==> src/rtl/cfpb_pkg.sv <==
// cfpb_pkg: constants and carriers for the fetch pipeline and bank addressing block
// assumes a single 40 MHz core clock and an external program and data memory
package cfpb_pkg;

  // phase encoding (gray sequence)
  typedef enum logic [1:0] {
    CFPB_PH1 = 2'h0,
    CFPB_PH2 = 2'h1,
    CFPB_PH3 = 2'h3,
    CFPB_PH4 = 2'h2
  } cfpb_phase_e;

  // execute-slot state: normal, waiting for second word, flushed
  typedef enum logic [1:0] {
    CFPB_EX_RUN   = 2'h0,
    CFPB_EX_WORD2 = 2'h1,
    CFPB_EX_FLUSH = 2'h3
  } cfpb_exec_e;

  localparam int          CFPB_PC_W        = 21;
  localparam logic [20:0] CFPB_PC_RESET    = 21'h000000;
  localparam logic [20:0] CFPB_PC_STEP     = 21'h000002;
  localparam logic [15:0] CFPB_NOP_WORD    = 16'h0000;
  localparam logic [3:0]  CFPB_WORD2_TAG   = 4'hF;
  localparam logic [3:0]  CFPB_BANK_RESET  = 4'h0;
  localparam logic [3:0]  CFPB_TOP_BANK    = 4'hF;
  localparam logic [15:0] CFPB_BANKS_IMPL  = 16'hFFFF;

  // opcode patterns (top bits of first word)
  localparam logic [3:0]  CFPB_OP_JUMP_HI  = 4'hE;   // 1110_1111 absolute jump
  localparam logic [7:0]  CFPB_OP_JUMP     = 8'hEF;
  localparam logic [3:0]  CFPB_OP_MOVE     = 4'hC;   // full address move
  localparam logic [4:0]  CFPB_OP_BRA      = 5'h1A;  // 1101_0 relative branch
  localparam logic [7:0]  CFPB_OP_LOADBANK = 8'h01;  // 0000_0001 load bank literal
  localparam logic [5:0]  CFPB_OP_MOVWF    = 6'h1B;  // 0110_111a register store
  localparam logic [5:0]  CFPB_OP_MOVF     = 6'h14;  // 0101_00da register load

  // Avalon register map (byte addresses)
  localparam logic [3:0]  CFPB_ADDR_BANK   = 4'h0;
  localparam logic [3:0]  CFPB_ADDR_PC     = 4'h4;
  localparam logic [3:0]  CFPB_ADDR_CTRL   = 4'h8;
  localparam logic [3:0]  CFPB_ADDR_STAT   = 4'hC;
  localparam logic [31:0] CFPB_BAD_READ    = 32'h00000000;

  // data memory request carrier
  typedef struct packed {
    logic        rd;
    logic        wr;
    logic [11:0] addr;
    logic [7:0]  wdata;
  } cfpb_dmem_s;

endpackage

==> src/rtl/cfpb_core.sv <==
// cfpb_core: phase generator, two-stage fetch/execute pipeline, data address former
// assumes synchronous program memory data on PMEM_RDATA_I by phase four, data memory read data by phase three
`timescale 1ns/100ps
`default_nettype none

module cfpb_core (
  // clock and reset
  input  wire logic        CORE_CLK_I,
  input  wire logic        RST_I,
  // program memory
  output logic [20:0]      PMEM_ADDR_O,
  input  wire logic [15:0] PMEM_RDATA_I,
  // data memory
  output logic             DMEM_RD_O,
  output logic             DMEM_WR_O,
  output logic [11:0]      DMEM_ADDR_O,
  output logic [7:0]       DMEM_WDATA_O,
  input  wire logic [7:0]  DMEM_RDATA_I,
  // phase and status
  output logic [3:0]       PHASE_O,
  output logic             FLUSH_O,
  output logic             ZERO_FLAG_O,
  // avalon-mm slave
  input  wire logic [3:0]  AVS_ADDRESS_I,
  input  wire logic        AVS_READ_I,
  input  wire logic        AVS_WRITE_I,
  input  wire logic [31:0] AVS_WRITEDATA_I,
  input  wire logic [3:0]  AVS_BYTEENABLE_I,
  output logic [31:0]      AVS_READDATA_O,
  output logic             AVS_WAITREQUEST_O
);

  cfpb_pkg::cfpb_phase_e phase_reg, phase_next;
  cfpb_pkg::cfpb_exec_e  exec_reg, exec_next;
  logic [20:0] pc_reg, pc_next;
  logic [20:0] fa_reg, fa_next;            // address of the word being fetched this cycle
  logic [3:0]  phase_oh_reg, phase_oh_next; // one-hot phase seen on the pins
  logic [15:0] fetch_reg, fetch_next;      // word fetched last cycle
  logic [15:0] ir_reg, ir_next;            // instruction latch
  logic [15:0] first_reg, first_next;      // held first word of a pair
  logic [3:0]  bank_reg, bank_next;
  logic [7:0]  wreg_reg, wreg_next;
  logic [7:0]  opnd_reg, opnd_next;
  logic        zero_reg, zero_next;
  logic        run_reg, run_next;
  logic        flush_reg, flush_next;
  cfpb_pkg::cfpb_dmem_s dm_reg, dm_next;
  logic [31:0] rdata_reg, rdata_next;
  logic        wait_reg, wait_next;
  logic [11:0] ea;
  logic        impl;

  // access-bank or banked effective address for single-word data ops
  always_comb begin
    if (ir_reg[8]) begin
      ea = {bank_reg, ir_reg[7:0]};
    end else begin
      ea = {(ir_reg[7] ? cfpb_pkg::CFPB_TOP_BANK : 4'h0), ir_reg[7:0]};
    end
  end

  // implemented-bank lookup for the current address
  assign impl = cfpb_pkg::CFPB_BANKS_IMPL[dm_reg.addr[11:8]];

  // phase, fetch, execute and bus next-state
  always_comb begin
    phase_next = phase_reg;
    exec_next  = exec_reg;
    pc_next    = pc_reg;
    fa_next    = fa_reg;
    fetch_next = fetch_reg;
    ir_next    = ir_reg;
    first_next = first_reg;
    bank_next  = bank_reg;
    wreg_next  = wreg_reg;
    opnd_next  = opnd_reg;
    zero_next  = zero_reg;
    run_next   = run_reg;
    flush_next = flush_reg;
    dm_next    = dm_reg;
    rdata_next = rdata_reg;
    wait_next  = 1'b1;
    // divide by four
    case (phase_reg)
      cfpb_pkg::CFPB_PH1: phase_next = cfpb_pkg::CFPB_PH2;
      cfpb_pkg::CFPB_PH2: phase_next = cfpb_pkg::CFPB_PH3;
      cfpb_pkg::CFPB_PH3: phase_next = cfpb_pkg::CFPB_PH4;
      cfpb_pkg::CFPB_PH4: phase_next = cfpb_pkg::CFPB_PH1;
      default:            phase_next = cfpb_pkg::CFPB_PH1;
    endcase
    // one-hot copy registered alongside the phase state
    phase_oh_next = {phase_next == cfpb_pkg::CFPB_PH4, phase_next == cfpb_pkg::CFPB_PH3,
                     phase_next == cfpb_pkg::CFPB_PH2, phase_next == cfpb_pkg::CFPB_PH1};
    dm_next.rd = 1'b0;
    dm_next.wr = 1'b0;
    if (run_reg) begin
      case (phase_reg)
        cfpb_pkg::CFPB_PH1: begin
          // last cycle's fetch enters execute; counter advances
          ir_next    = fetch_reg;
          fa_next    = pc_reg;
          pc_next    = pc_reg + cfpb_pkg::CFPB_PC_STEP;
          flush_next = (exec_reg == cfpb_pkg::CFPB_EX_FLUSH);
          if (exec_reg == cfpb_pkg::CFPB_EX_WORD2) begin
            first_next = ir_reg;
          end
        end
        cfpb_pkg::CFPB_PH2: begin
          // operand read
          if (!flush_reg && exec_reg == cfpb_pkg::CFPB_EX_RUN) begin
            if (ir_reg[15:10] == cfpb_pkg::CFPB_OP_MOVF[5:0]) begin
              dm_next.rd   = 1'b1;
              dm_next.addr = ea;
            end
          end else if (!flush_reg && exec_reg == cfpb_pkg::CFPB_EX_WORD2
                       && ir_reg[15:12] == cfpb_pkg::CFPB_WORD2_TAG
                       && first_reg[15:12] == cfpb_pkg::CFPB_OP_MOVE) begin
            dm_next.rd   = 1'b1;
            dm_next.addr = first_reg[11:0];
          end
        end
        cfpb_pkg::CFPB_PH3: begin
          // catch read data; unimplemented reads give zero
          opnd_next = impl ? DMEM_RDATA_I : 8'h00;
        end
        cfpb_pkg::CFPB_PH4: begin
          fetch_next = PMEM_RDATA_I;
          exec_next  = cfpb_pkg::CFPB_EX_RUN;
          if (flush_reg) begin
            exec_next = cfpb_pkg::CFPB_EX_RUN;
          end else if (exec_reg == cfpb_pkg::CFPB_EX_WORD2) begin
            if (ir_reg[15:12] == cfpb_pkg::CFPB_WORD2_TAG) begin
              if (first_reg[15:8] == cfpb_pkg::CFPB_OP_JUMP) begin
                pc_next   = {ir_reg[11:0], first_reg[7:0], 1'b0};
                exec_next = cfpb_pkg::CFPB_EX_FLUSH;
              end else if (first_reg[15:12] == cfpb_pkg::CFPB_OP_MOVE) begin
                dm_next.wr    = 1'b1;
                dm_next.addr  = ir_reg[11:0];
                dm_next.wdata = opnd_reg;
              end
            end
          end else if (ir_reg[15:12] == cfpb_pkg::CFPB_WORD2_TAG) begin
            exec_next = cfpb_pkg::CFPB_EX_RUN;
          end else if (ir_reg[15:8] == cfpb_pkg::CFPB_OP_JUMP
                       || ir_reg[15:12] == cfpb_pkg::CFPB_OP_MOVE) begin
            exec_next = cfpb_pkg::CFPB_EX_WORD2;
          end else if (ir_reg[15:11] == cfpb_pkg::CFPB_OP_BRA) begin
            pc_next   = fa_reg + {{9{ir_reg[10]}}, ir_reg[10:0], 1'b0};
            exec_next = cfpb_pkg::CFPB_EX_FLUSH;
          end else if (ir_reg[15:8] == cfpb_pkg::CFPB_OP_LOADBANK) begin
            bank_next = ir_reg[3:0];
          end else if (ir_reg[15:10] == cfpb_pkg::CFPB_OP_MOVF[5:0]) begin
            zero_next = (opnd_reg == 8'h00);
            if (!ir_reg[9]) begin
              wreg_next = opnd_reg;
            end
          end else if (ir_reg[15:9] == {cfpb_pkg::CFPB_OP_MOVWF, 1'b1}) begin
            dm_next.wr    = 1'b1;
            dm_next.addr  = ea;
            dm_next.wdata = wreg_reg;
          end
        end
        default: ;
      endcase
    end
    // drop writes to unimplemented banks
    if (dm_next.wr && !cfpb_pkg::CFPB_BANKS_IMPL[dm_next.addr[11:8]]) begin
      dm_next.wr = 1'b0;
    end
    // avalon slave: one wait cycle then answer
    if ((AVS_READ_I || AVS_WRITE_I) && wait_reg) begin
      wait_next = 1'b0;
      case (AVS_ADDRESS_I)
        cfpb_pkg::CFPB_ADDR_BANK: rdata_next = {28'h0000000, bank_reg};
        cfpb_pkg::CFPB_ADDR_PC:   rdata_next = {11'h000, fa_reg[20:1], 1'b0};
        cfpb_pkg::CFPB_ADDR_CTRL: rdata_next = {31'h00000000, run_reg};
        cfpb_pkg::CFPB_ADDR_STAT: rdata_next = {16'h0000, wreg_reg, 5'h00, flush_reg, zero_reg,
                                                exec_reg == cfpb_pkg::CFPB_EX_WORD2};
        default:                  rdata_next = cfpb_pkg::CFPB_BAD_READ;
      endcase
    end
    // a write lands at the edge where the master sees waitrequest low
    if (AVS_WRITE_I && !wait_reg && AVS_BYTEENABLE_I[0]) begin
      if (AVS_ADDRESS_I == cfpb_pkg::CFPB_ADDR_BANK) begin
        bank_next = AVS_WRITEDATA_I[3:0];
      end else if (AVS_ADDRESS_I == cfpb_pkg::CFPB_ADDR_CTRL) begin
        run_next = AVS_WRITEDATA_I[0];
      end
    end
  end

  // register all state
  always_ff @(posedge CORE_CLK_I or posedge RST_I) begin
    if (RST_I) begin
      phase_reg <= cfpb_pkg::CFPB_PH1;
      exec_reg  <= cfpb_pkg::CFPB_EX_FLUSH;
      pc_reg    <= cfpb_pkg::CFPB_PC_RESET;
      fa_reg    <= cfpb_pkg::CFPB_PC_RESET;
      phase_oh_reg <= 4'h1;
      fetch_reg <= cfpb_pkg::CFPB_NOP_WORD;
      ir_reg    <= cfpb_pkg::CFPB_NOP_WORD;
      first_reg <= cfpb_pkg::CFPB_NOP_WORD;
      bank_reg  <= cfpb_pkg::CFPB_BANK_RESET;
      wreg_reg  <= 8'h00;
      opnd_reg  <= 8'h00;
      zero_reg  <= 1'b0;
      run_reg   <= 1'b1;
      flush_reg <= 1'b1;
      dm_reg    <= '0;
      rdata_reg <= 32'h00000000;
      wait_reg  <= 1'b1;
    end else begin
      phase_reg <= phase_next;
      exec_reg  <= exec_next;
      pc_reg    <= {pc_next[20:1], 1'b0};
      fa_reg    <= {fa_next[20:1], 1'b0};
      phase_oh_reg <= phase_oh_next;
      fetch_reg <= fetch_next;
      ir_reg    <= ir_next;
      first_reg <= first_next;
      bank_reg  <= bank_next;
      wreg_reg  <= wreg_next;
      opnd_reg  <= opnd_next;
      zero_reg  <= zero_next;
      run_reg   <= run_next;
      flush_reg <= flush_next;
      dm_reg    <= dm_next;
      rdata_reg <= rdata_next;
      wait_reg  <= wait_next;
    end
  end

  // outputs straight from flip-flops
  assign PMEM_ADDR_O       = fa_reg;
  assign DMEM_RD_O         = dm_reg.rd;
  assign DMEM_WR_O         = dm_reg.wr;
  assign DMEM_ADDR_O       = dm_reg.addr;
  assign DMEM_WDATA_O      = dm_reg.wdata;
  assign FLUSH_O           = flush_reg;
  assign ZERO_FLAG_O       = zero_reg;
  assign AVS_READDATA_O    = rdata_reg;
  assign AVS_WAITREQUEST_O = wait_reg;
  assign PHASE_O           = phase_oh_reg;

endmodule // cfpb_core

`default_nettype wire

==> config.mk <==
export PLATFORM = sky130hd
export DESIGN_NAME = cfpb_core
export DESIGN_NICKNAME = d
export VERILOG_FILES = /design/src/rtl/cfpb_pkg.sv /design/src/rtl/cfpb_core.sv
export SDC_FILE = /design/constraint.sdc
export NUM_CORES = 1
export LEC_CHECK = 0
export BUFFER_PORTS_ARGS = -buffer_cell sky130_fd_sc_hd__clkbuf_2
export CAP_MARGIN = 20
export CORE_ASPECT_RATIO = 0.6
export CORE_UTILIZATION = 29
export CTS_BUF_LIST = sky130_fd_sc_hd__clkbuf_8 sky130_fd_sc_hd__clkbuf_16
export CTS_CLUSTER_DIAMETER = 40
export DETAILED_ROUTE_END_ITERATION = 16
export GPL_TIMING_DRIVEN = 0
export MAX_ROUTING_LAYER = met4
export PLACE_DENSITY = 0.57
export SYNTH_ARGS = -nofsm -noshare
export SYNTH_HDL_FRONTEND = slang
export SYNTH_SLANG_ARGS = --single-unit
==> constraint.sdc <==
create_clock -name CORE_CLK_I -period 6 [get_ports CORE_CLK_I]
set_input_delay 0.3 -clock CORE_CLK_I [delete_from_list [all_inputs] [get_ports CORE_CLK_I]]
set_output_delay 0.3 -clock CORE_CLK_I [all_outputs]
set_load 0.01 [all_outputs]
### Word-level counts from Yosys, hierarchy flattened

Memories as Yosys holds them, arrays and structs flattened.
Index checks and enable logic that the tools add are counted.

| word-level totals | value |
|---|---|
| word-level logic and storage cells | 164 |
| register bits after elaboration | 174 |
| input port bits | 68 |
| memory bits (read-only) | 32 |
| memories | 2 |
| output and inout port bits | 82 |

| operators by class | value |
|---|---|
| $add $sub $neg | 2 |
| reductions and logical operators | 31 |
| bitwise operators | 8 |
| multiplexer cells | 56 |
| $lt $le $gt $ge | 2 |
| equality and inequality tests | 42 |

Memory list:

| memory | depth | bits a word | read ports | clocked after memory_dff | wr ports | RTL line | text |
|---|---|---|---|---|---|---|---|
| (name not given) | 16 | 1 | 1 | 0 | 0 | cfpb_core.sv:167 | `if (dm_next.wr && !cfpb_pkg::CFPB_BANKS_IMPL[dm_next.addr[11:8]]) begin` |
| (name not given) | 16 | 1 | 1 | 0 | 0 | cfpb_core.sv:63 | `assign impl = cfpb_pkg::CFPB_BANKS_IMPL[dm_reg.addr[11:8]];` |

Operators by type and width:

| cell | number |
|---|---|
| 2-to-1 mux 21 bit | 18 |
| case mux 21 bit (4 select lines) | 1 |
| 2-to-1 mux 12 bit | 4 |
| 2-to-1 mux 4 bit | 11 |
| case mux 21 bit (2 select lines) | 1 |
| != test 3 bit (second input constant) | 13 |
| case mux 12 bit (2 select lines) | 1 |
| 2-to-1 mux 22 bit | 1 |
| adder 21 x 2 -> 21 bit (second input constant) | 1 |
| adder 21 bit | 1 |
| == test 4 bit (second input constant) | 5 |
| == test 8 bit (second input constant) | 2 |
| 2-to-1 mux 8 bit | 2 |
| 2-to-1 mux 2 bit | 7 |
| != test 2 bit (second input constant) | 7 |
| AND reduction 14 bit | 1 |
| AND reduction 12 bit | 1 |
| == test 2 bit (second input constant) | 5 |
| less-than comparator 4 x 5 -> 1 bit (second input constant) | 2 |
| AND reduction 10 bit | 1 |
| 2-to-1 mux 1 bit | 9 |
| AND reduction 9 bit | 1 |
| == test 8 x 1 -> 1 bit (second input constant) | 1 |
| logical AND 1 bit | 8 |
| other kinds (17) | 37 |

### Logic depth before layout (Yosys ltp)

Gate-level depths: netlist (run 1).

| depth | value |
|---|---|
| word-level depth | 17 |
| mapped depth | 13 |
| depth with buffers taken out | 9 |

### Worst setup path before layout (run 1)

Ideal clock, no wire load.

| timing path | value |
|---|---|
| path type | reg2reg |
| start point | reg exec_reg[1] |
| end point | reg pc_reg[17] |
| stages on the path, launching flop included | 12 |
| period minus slack after synthesis | 2,766 ps |
| setup slack | 3,234 ps |
| arrival time | 2,639 ps |
| cells stage by stage | dfstp_2 -> and2b_1 -> buf_2 -> buf_1 -> ha_1 -> a211o_1 -> o2bb2ai_1 -> or3_1 -> buf_2 -> buf_6 -> a22oi_1 -> o21ai_1 |

| between the ends | value |
|---|---|
| cells in the longest elaborated chain, start to end | 4 |
| elaborated cells between the ends (all ways) | 8 |
| classes of those cells | 4 x eq/ne; 3 x mux; 1 x reduce/logical |

Ends and longest elaborated chain:

| element | RTL line | text |
|---|---|---|
| from (decl) | cfpb_core.sv:34 | `cfpb_pkg::cfpb_exec_e exec_reg, exec_next;` |
| from (signal assigned) | cfpb_core.sv:196 | `exec_reg <= cfpb_pkg::CFPB_EX_FLUSH;` |
| from (signal assigned) | cfpb_core.sv:214 | `exec_reg <= exec_next;` |
| == test 2 x 1 -> 1 bit * | cfpb_core.sv:131 | `end else if (exec_reg == cfpb_pkg::CFPB_EX_WORD2) begin` |
| 2-to-1 mux 21 bit | cfpb_core.sv:131 |  |
| 2-to-1 mux 21 bit | cfpb_core.sv:129 | `if (flush_reg) begin` |
| case mux 21 bit (2 select lines) | cfpb_core.sv:97 | `case (phase_reg)` |
| to (signal assigned) | cfpb_core.sv:197 | `pc_reg <= cfpb_pkg::CFPB_PC_RESET;` |
| to (signal assigned) | cfpb_core.sv:215 | `pc_reg <= {pc_next[20:1], 1'b0};` |
| to (decl) | cfpb_core.sv:35 | `logic [20:0] pc_reg, pc_next;` |

Every way passes the cells marked *; elsewhere a longest branch is shown, timed or not. The select of a mux whose other input is x is not followed.
A chain may end at the register's enable or synchronous reset.

### Final worst setup path (run 1)

| timing path | value |
|---|---|
| start point | reg exec_reg[1] |
| end point | reg pc_reg[16] |

Same word-level chain as after synthesis.

==> metrics.csv, run 1 <==
stage;metric;value;unit
place;placed cells;1353;
worst_setup_path;most used cell, CP;buf_2;
grt;total gr overflow;0;
worst_setup_path;Critical-path top delay cell;dfstp_2;
power;worst IR drop on VDD;0.157;mV
cells_and_area;final net count;1064;
synthesis;Synth cell types;82;
floorplanning;Starting Density;0.301;
timing;setup TNS;0;ps
run_status;status;finished clean;
power;Leak;0.00480;uW
synthesis;number of flops mapped to enable cells by yosys;0;
worst_setup_path;Critical Path AT;3940;ps
timing;Fin Clk Skew;12.0;ps
cts;CTS tree;yes;
worst_setup_path;Reg2Reg Depth;10;
cells_and_area;fin area;10500;sq um
worst_setup_path;Worst Path Required;6360;ps
cells_and_area;share of cells above drive strength 1;0.284;
place;PortBufs;104;
cells_and_area;Post-Layout Cell Count;1386;
grt;initial antenna violation count;0;
worst_setup_path;CP Capture Type;register;
synthesis;register bit total from synthesis;163;
routing;Highest Signal Layer;met4;
routing;WL met2;10.5;mm
cells_and_area;ANT cells;0;
place;dpl cell area;9890;sq um
floorplanning;Top Ports;150;
grt;vias in the first global route;6800;
timing;post-layout min period;3580;ps
routing;final wirelength;28.7;mm
cts;H-tree depth;4;
cts;clock slew at the register clock pins of the worst setup and hold paths;70;ps
synthesis;register area share after synthesis;0.465;
routing;Routed Antenna Nets;0;
synthesis;Post-Syn Instances;837;
worst_setup_path;Worst Setup EP;pc_reg[16];
routing;DRC viols;0;
synthesis;Yosys top cell area share;0.447;
synthesis;most numerous cell in the Yosys netlist;dfrtp_1;
flow_run;Max-Cap Viols;0;
cts;CTS Buffer Depth;2;
synthesis;synthesized area per cell;10.5;sq um
worst_setup_path;CP Launch Point;exec_reg[1];
routing;First-pass DRT Iterations;5;
cts;Post-CTS Setup Bufs;0;
grt;largest net degree at the start of global routing;126;
timing;final slew viol count;0;
timing;Final setup viols;0;
routing;Iteration-0 DRC Markers;641;
floorplanning;Die X;227;um
timing;max_slew headroom;0.297;
floorplanning;row count;48;
timing;Tcrit/Tclk final;0.597;
worst_setup_path;peak fanout along the critical path;10;
place;GPL Wtd Cong;0.937;
cts;Clock Sinks;163;
synthesis;Ys Warns;0;
synthesis;ys flop type;dfrtp_1;
cts;Worst-Skew Late Latency;450;ps
routing;wl on met1;15.3;mm
routing;Via Count;7298;
power;total chip power;3370;uW
worst_setup_path;category of the most critical setup path;reg2reg;
cts;Num CTS Buffers;17;
cts;Root Buffer;clkbuf_16;
power;pwr/cell area;322;nW/um^2
timing;worst-margin pin slew;1050;ps
timing;Final Hold Fails;0;
grt;first-pass GRT wire length;43.5;mm
worst_setup_path;CP cell instances;and2b_1 -> buf_2 -> buf_1 -> ha_1 -> a211o_1 -> o2bb2ai_1 -> nor3_2 -> buf_2 -> nand2_1 -> o221ai_1;
synthesis;synth cell count leaders;dfrtp_1, mux2_2, nand2_1, a21oi_1, o21ai_0;
worst_setup_path;crit start category;register;
cells_and_area;max reg flops;21;
place;HPWL after DPL;22.1;mm
worst_setup_path;setup slack on the worst flop-to-flop path;2420;ps
cells_and_area;fin util;0.359;
synthesis;synth top area cells;dfrtp_1, mux2_2, nand2_1, a21oi_1, ha_1;
grt;GRT Total Usage;0.197;
floorplanning;die area;31100;sq um
worst_hold_path;Hold Path Class;in2reg;
timing;f_max;279;MHz
synthesis;dominant cell type by area after synthesis;dfrtp_1;
cells_and_area;Layout area overhead;19.2;%
routing;Avg WL per Cell;20.7;um
worst_setup_path;CP max stage delay;590;ps
timing;RSZ-0062 raised after global routing;no;
synthesis;Synth Cell Area;8800;sq um
floorplanning;area of the core;29200;sq um
worst_setup_path;R2R Path End;pc_reg[16];
synthesis;Async SR Flop Fraction;1.00;
floorplanning;Die Height;137;um
routing;metal3 WL;2.62;mm
worst_setup_path;R2R Path Start;exec_reg[1];
routing;vias per cell;5.27;
## logic make-up after synthesis
| family | synth area share |
|---|---|
| AND/OR/NAND/NOR | 0.129 |
| AO/OA/AOI/OAI | 0.172 |
| adder cells (fa/ha/maj) | 0.0336 |
| XOR/XNOR | 0.00896 |
| buffers and inverters | 0.0461 |
| multiplexers | 0.146 |
| other | 0.000426 |
| flip-flops | 0.465 |
## cell type report
type	count	area (sq um)
inverters	23	93.8
clock inverters	15	160
multi-input cells	606	4350
clock buffers	17	425
flip-flops and latches	163	4090
fillers	2994	18800
repair buffers	106	558
plain buffers	56	319
well taps	400	500
## metal layers
metal	vias to the layer above	GRT usage
met5	-	-
met4	0	0.0417
met3	28	0.0511
met2	293	0.238
met1	3609	0.313
li1	3368	-
## how the worst min path moves through the flow
stage / startpoint / to / slack (ps) / depth (start not counted)
floorplan: fetch_reg[13] / ir_reg[13] / 440 / 2
global placement: AVS_READDATA_O[3] / AVS_READDATA_O[3] / 460 / 2
detailed placement: RST_I / fetch_reg[4] / 300 / 2
CTS: PMEM_RDATA_I[4] / fetch_reg[4] / 60 / 2
global route: PMEM_RDATA_I[14] / fetch_reg[14] / 80 / 2
finish: PMEM_RDATA_I[4] / fetch_reg[4] / 80 / 2
## timing repair
action                                  in CTS  in global routing
endpoints found under the hold margin       37                  0
hold buffers                                 1                  0
endpoints found under the setup margin       0                  0
resized for setup                            0                  0
## power by group
| group | total (uW) | switching (uW) | internal, uW |
|---|---|---|---|
| Combinational | 785 | 442 | 343 |
| Sequential | 1480 | 239 | 1240 |
| Clock | 1110 | 518 | 591 |
| Total | 3370 | 1200 | 2180 |
## placed cells by master, fill, tap and decap left out, types with 17 or more instances in the layout
| master | n |
|---|---|
| dfrtp_1 | 157 |
| clkbuf_2 | 104 |
| mux2_2 | 78 |
| nand2_1 | 77 |
| a21oi_1 | 55 |
| o21ai_0 | 53 |
| nor2_1 | 42 |
| ha_1 | 22 |
| clkbuf_1 | 21 |
| inv_1 | 20 |
| mux2i_1 | 20 |
| nor3_1 | 17 |
| a22o_1 | 17 |
| clkbuf_16 | 17 |
## stage by stage
| stage | worst slack (ps) | hold slack, ps |
|---|---|---|
| 6_report | 2420 | 81.4 |
| 5_1_grt | 2270 | 77.0 |
| 4_1_cts | 2510 | 62.9 |
| 3_5_place_dp | 2530 | 304 |
| 3_3_place_gp | -746 | 461 |
| 2_1_floorplan | 1300 | 444 |
## worst max-delay path, delay by kind of cell, from the launching register on
family	cells	cell delay [ps]
compound gates	3	710
fa+ha+maj	1	340
buf+inv	3	980
flops	1	590
simple gates	3	880
(Power assumes the default switching activity.)
==> run 2, diff against run 1 <==
==> constraint.sdc (replaced) <==
create_clock -name CORE_CLK_I -period 3.3 [get_ports CORE_CLK_I]
set_input_delay 0.165 -clock CORE_CLK_I [delete_from_list [all_inputs] [get_ports CORE_CLK_I]]
set_output_delay 0.165 -clock CORE_CLK_I [all_outputs]
set_load 0.01 [all_outputs]
==> run 2 against run 1 <==
Against the previous run:
- non-clock buffer count is 29 higher
- critical path depth is 2 lower
- core utilization increased by 1.2 points
- register-to-register slack worse by 2300 ps
- clock skew fell by 1.7 ps
- combinational power up 89%
- sequential share of layout area is 1.2 points lower
- cell area up 3.3%
==> metrics.csv, run 2 (synthesized netlist as in run 1, its figures left out) <==
stage;metric;value;unit;change
worst_setup_path;Reg2Reg Depth;8;;was 10
grt;initial antenna violation count;0;;unchanged
power;sw frac;0.342;;was 0.355
run_status;status;finished clean;;unchanged
worst_setup_path;R2R Path End;pc_reg[20];;was pc_reg[16]
routing;First-pass DRT Iterations;5;;unchanged
timing;RSZ-0062 raised after global routing;no;;unchanged
worst_setup_path;CP Capture Type;register;;unchanged
cells_and_area;Post-Layout Cell Count;1414;;was 1386
timing;final slew viol count;0;;unchanged
routing;Iteration-0 DRC Markers;839;;was 641
cells_and_area;commonest non-fill, non-tap cell in the layout;dfrtp_1;;unchanged
floorplanning;Die X;227;um;unchanged
worst_hold_path;Hold Path Class;in2reg;;unchanged
timing;Tcrit/Tclk final;0.965;;was 0.597
power;pwr/cell area;577;nW/um^2;was 322 nW/um^2
cells_and_area;fin util;0.370;;was 0.359
cts;clock slew at the register clock pins of the worst setup and hold paths;70;ps;about the same
grt;first-pass GRT wire length;43.3;mm;was 43.5 mm
worst_hold_path;hold depth;2;;unchanged
cts;Worst-Skew Late Latency;440;ps;was 450 ps
power;Net Switching;2140;uW;was 1200 uW
cells_and_area;max reg flops;21;;unchanged
place;HPWL after DPL;22.4;mm;was 22.1 mm
grt;total gr overflow;0;;unchanged
cts;Clock Sinks;163;;unchanged
cells_and_area;share of cells above drive strength 1;0.277;;was 0.284
worst_setup_path;Worst Path Required;3650;ps;was 6360 ps
cts;H-tree depth;4;;unchanged
power;Gate power share;0.237;;was 0.233
worst_hold_path;HP Start;AVS_WRITEDATA_I[0];;was PMEM_RDATA_I[4]
floorplanning;row count;48;;unchanged
grt;largest net degree at the start of global routing;41;;was 126
floorplanning;die area;31100;sq um;unchanged
worst_setup_path;peak fanout along the critical path;16;;was 10
routing;DRC viols;0;;unchanged
cts;CTS Buffer Depth;2;;unchanged
floorplanning;Starting Density;0.301;;unchanged
place;PortBufs;104;;unchanged
timing;setup TNS;0;ps;unchanged
worst_setup_path;category of the most critical setup path;reg2reg;;unchanged
floorplanning;Die Height;137;um;unchanged
place;GPL Wtd Cong;0.921;;was 0.937
cells_and_area;ANT cells;0;;unchanged
timing;Fin Clk Skew;10.3;ps;was 12.0 ps
power;sequential power share;0.432;;was 0.439
worst_setup_path;R2R Path Start;ir_reg[10];;was exec_reg[1]
timing;max_slew headroom;0.355;;was 0.297
timing;worst-margin pin slew;959;ps;was 1050 ps
timing;Final Hold Fails;0;;unchanged
grt;GRT Total Usage;0.197;;about the same
worst_setup_path;Critical Path AT;3540;ps;was 3940 ps
routing;Avg WL per Cell;20.6;um;was 20.7 um
routing;vias per cell;5.27;;about the same
cts;Post-CTS Setup Bufs;0;;unchanged
worst_hold_path;Min-Delay Endpoint;run_reg;;was fetch_reg[4]
cts;CTS tree;yes;;unchanged
timing;Final setup viols;0;;unchanged
floorplanning;area of the core;29200;sq um;unchanged
routing;Routed Antenna Nets;0;;unchanged
worst_setup_path;setup slack on the worst flop-to-flop path;120;ps;was 2420 ps
floorplanning;Top Ports;150;;unchanged
worst_setup_path;crit start category;register;;unchanged
power;Clk pwr share;0.331;;was 0.329
power;Power Internal;4120;uW;was 2180 uW
cells_and_area;most frequent cells in the layout;dfrtp_1, clkbuf_2, mux2_2;;unchanged
routing;Via Count;7453;;was 7298
power;Leak;0.00495;uW;was 0.00480 uW
cts;Num CTS Buffers;17;;unchanged
power;worst IR drop on VDD;0.372;mV;was 0.157 mV
grt;vias in the first global route;6799;;was 6800
cells_and_area;final net count;1093;;was 1064
cells_and_area;Layout area overhead;23.1;%;was 19.2%
place;placed cells;1356;;was 1353
timing;f_max;314;MHz;was 279 MHz
timing;post-layout min period;3180;ps;was 3580 ps
routing;final wirelength;29.1;mm;was 28.7 mm
flow_run;Max-Cap Viols;0;;unchanged
cts;Root Buffer;clkbuf_16;;unchanged
-- run 2: worst max-delay path: stages (launching register included) --
cell and delay [ps]:
dfrtp_1 830, ha_1 360, clkbuf_1 230, o21a_1 180
o21ai_0 430, o32ai_1 150, a31oi_1 280, mux2_2 410
a211oi_1 200
-- run 2: timing repair --
| item | in CTS | in global routing |
|---|---|---|
| endpoints found under the hold margin | 50 | 0 |
| resized for setup | 1 | 0 |
| hold buffers | 28 | 0 |
| setup endpoints to repair | 12 | 3 |
-- run 2: area by class of cell --
| class | instances | area (sq um) |
|---|---|---|
| buffer | 54 | 312 |
| timing repair buffer | 137 | 888 |
| clock buffer | 18 | 439 |
| fill | 2961 | 18400 |
| sequential | 163 | 4090 |
| inverter | 23 | 90.1 |
| clock inverter | 13 | 163 |
| tap | 400 | 500 |
| multi-input combinational | 606 | 4350 |
-- run 2: worst max-delay path by stage --
stage | start | endpoint | slack (ps)
floorplan | exec_reg[1] | pc_reg[17] | 530
global placement | exec_reg[1] | pc_reg[16] | -140
detailed placement | exec_reg[1] | pc_reg[16] | -120
CTS | exec_reg[0] | pc_reg[17] | 110
global route | ir_reg[10] | pc_reg[20] | 3
finish | ir_reg[10] | pc_reg[20] | 120
-- run 2: power by group through the flow --
stage               registers [uW]  logic, uW  clock network (uW)
finish                        2700       1480                2070
global route                  2740       1610                2180
CTS                           2690       1460                2100
detailed placement            2720       1420                   0
global placement              2720       1390                   0
floorplan                     2520       1060                   0
-- run 2: stage by stage --
stage	total power [uW]	setup slack [ps]	hold slack (ps)	cell area, sq um
2_1_floorplan	3570	534	316	8840
3_3_place_gp	4110	-142	398	9860
3_5_place_dp	4150	-120	261	9940
4_1_cts	6250	111	1.60	10800
5_1_grt	6530	2.99	10.2	10800
6_report	6250	115	9.27	10800
-- run 2: routing by layer --
metal,share of wire,track usage,wire (um),vias to the layer above
met2,0.37,0.237,10800,326
met1,0.52,0.304,15100,3658
met3,0.095,0.0601,2760,36
met4,0.014,0.0484,416,0
met5,0,-,0,-
li1,-,-,-,3433
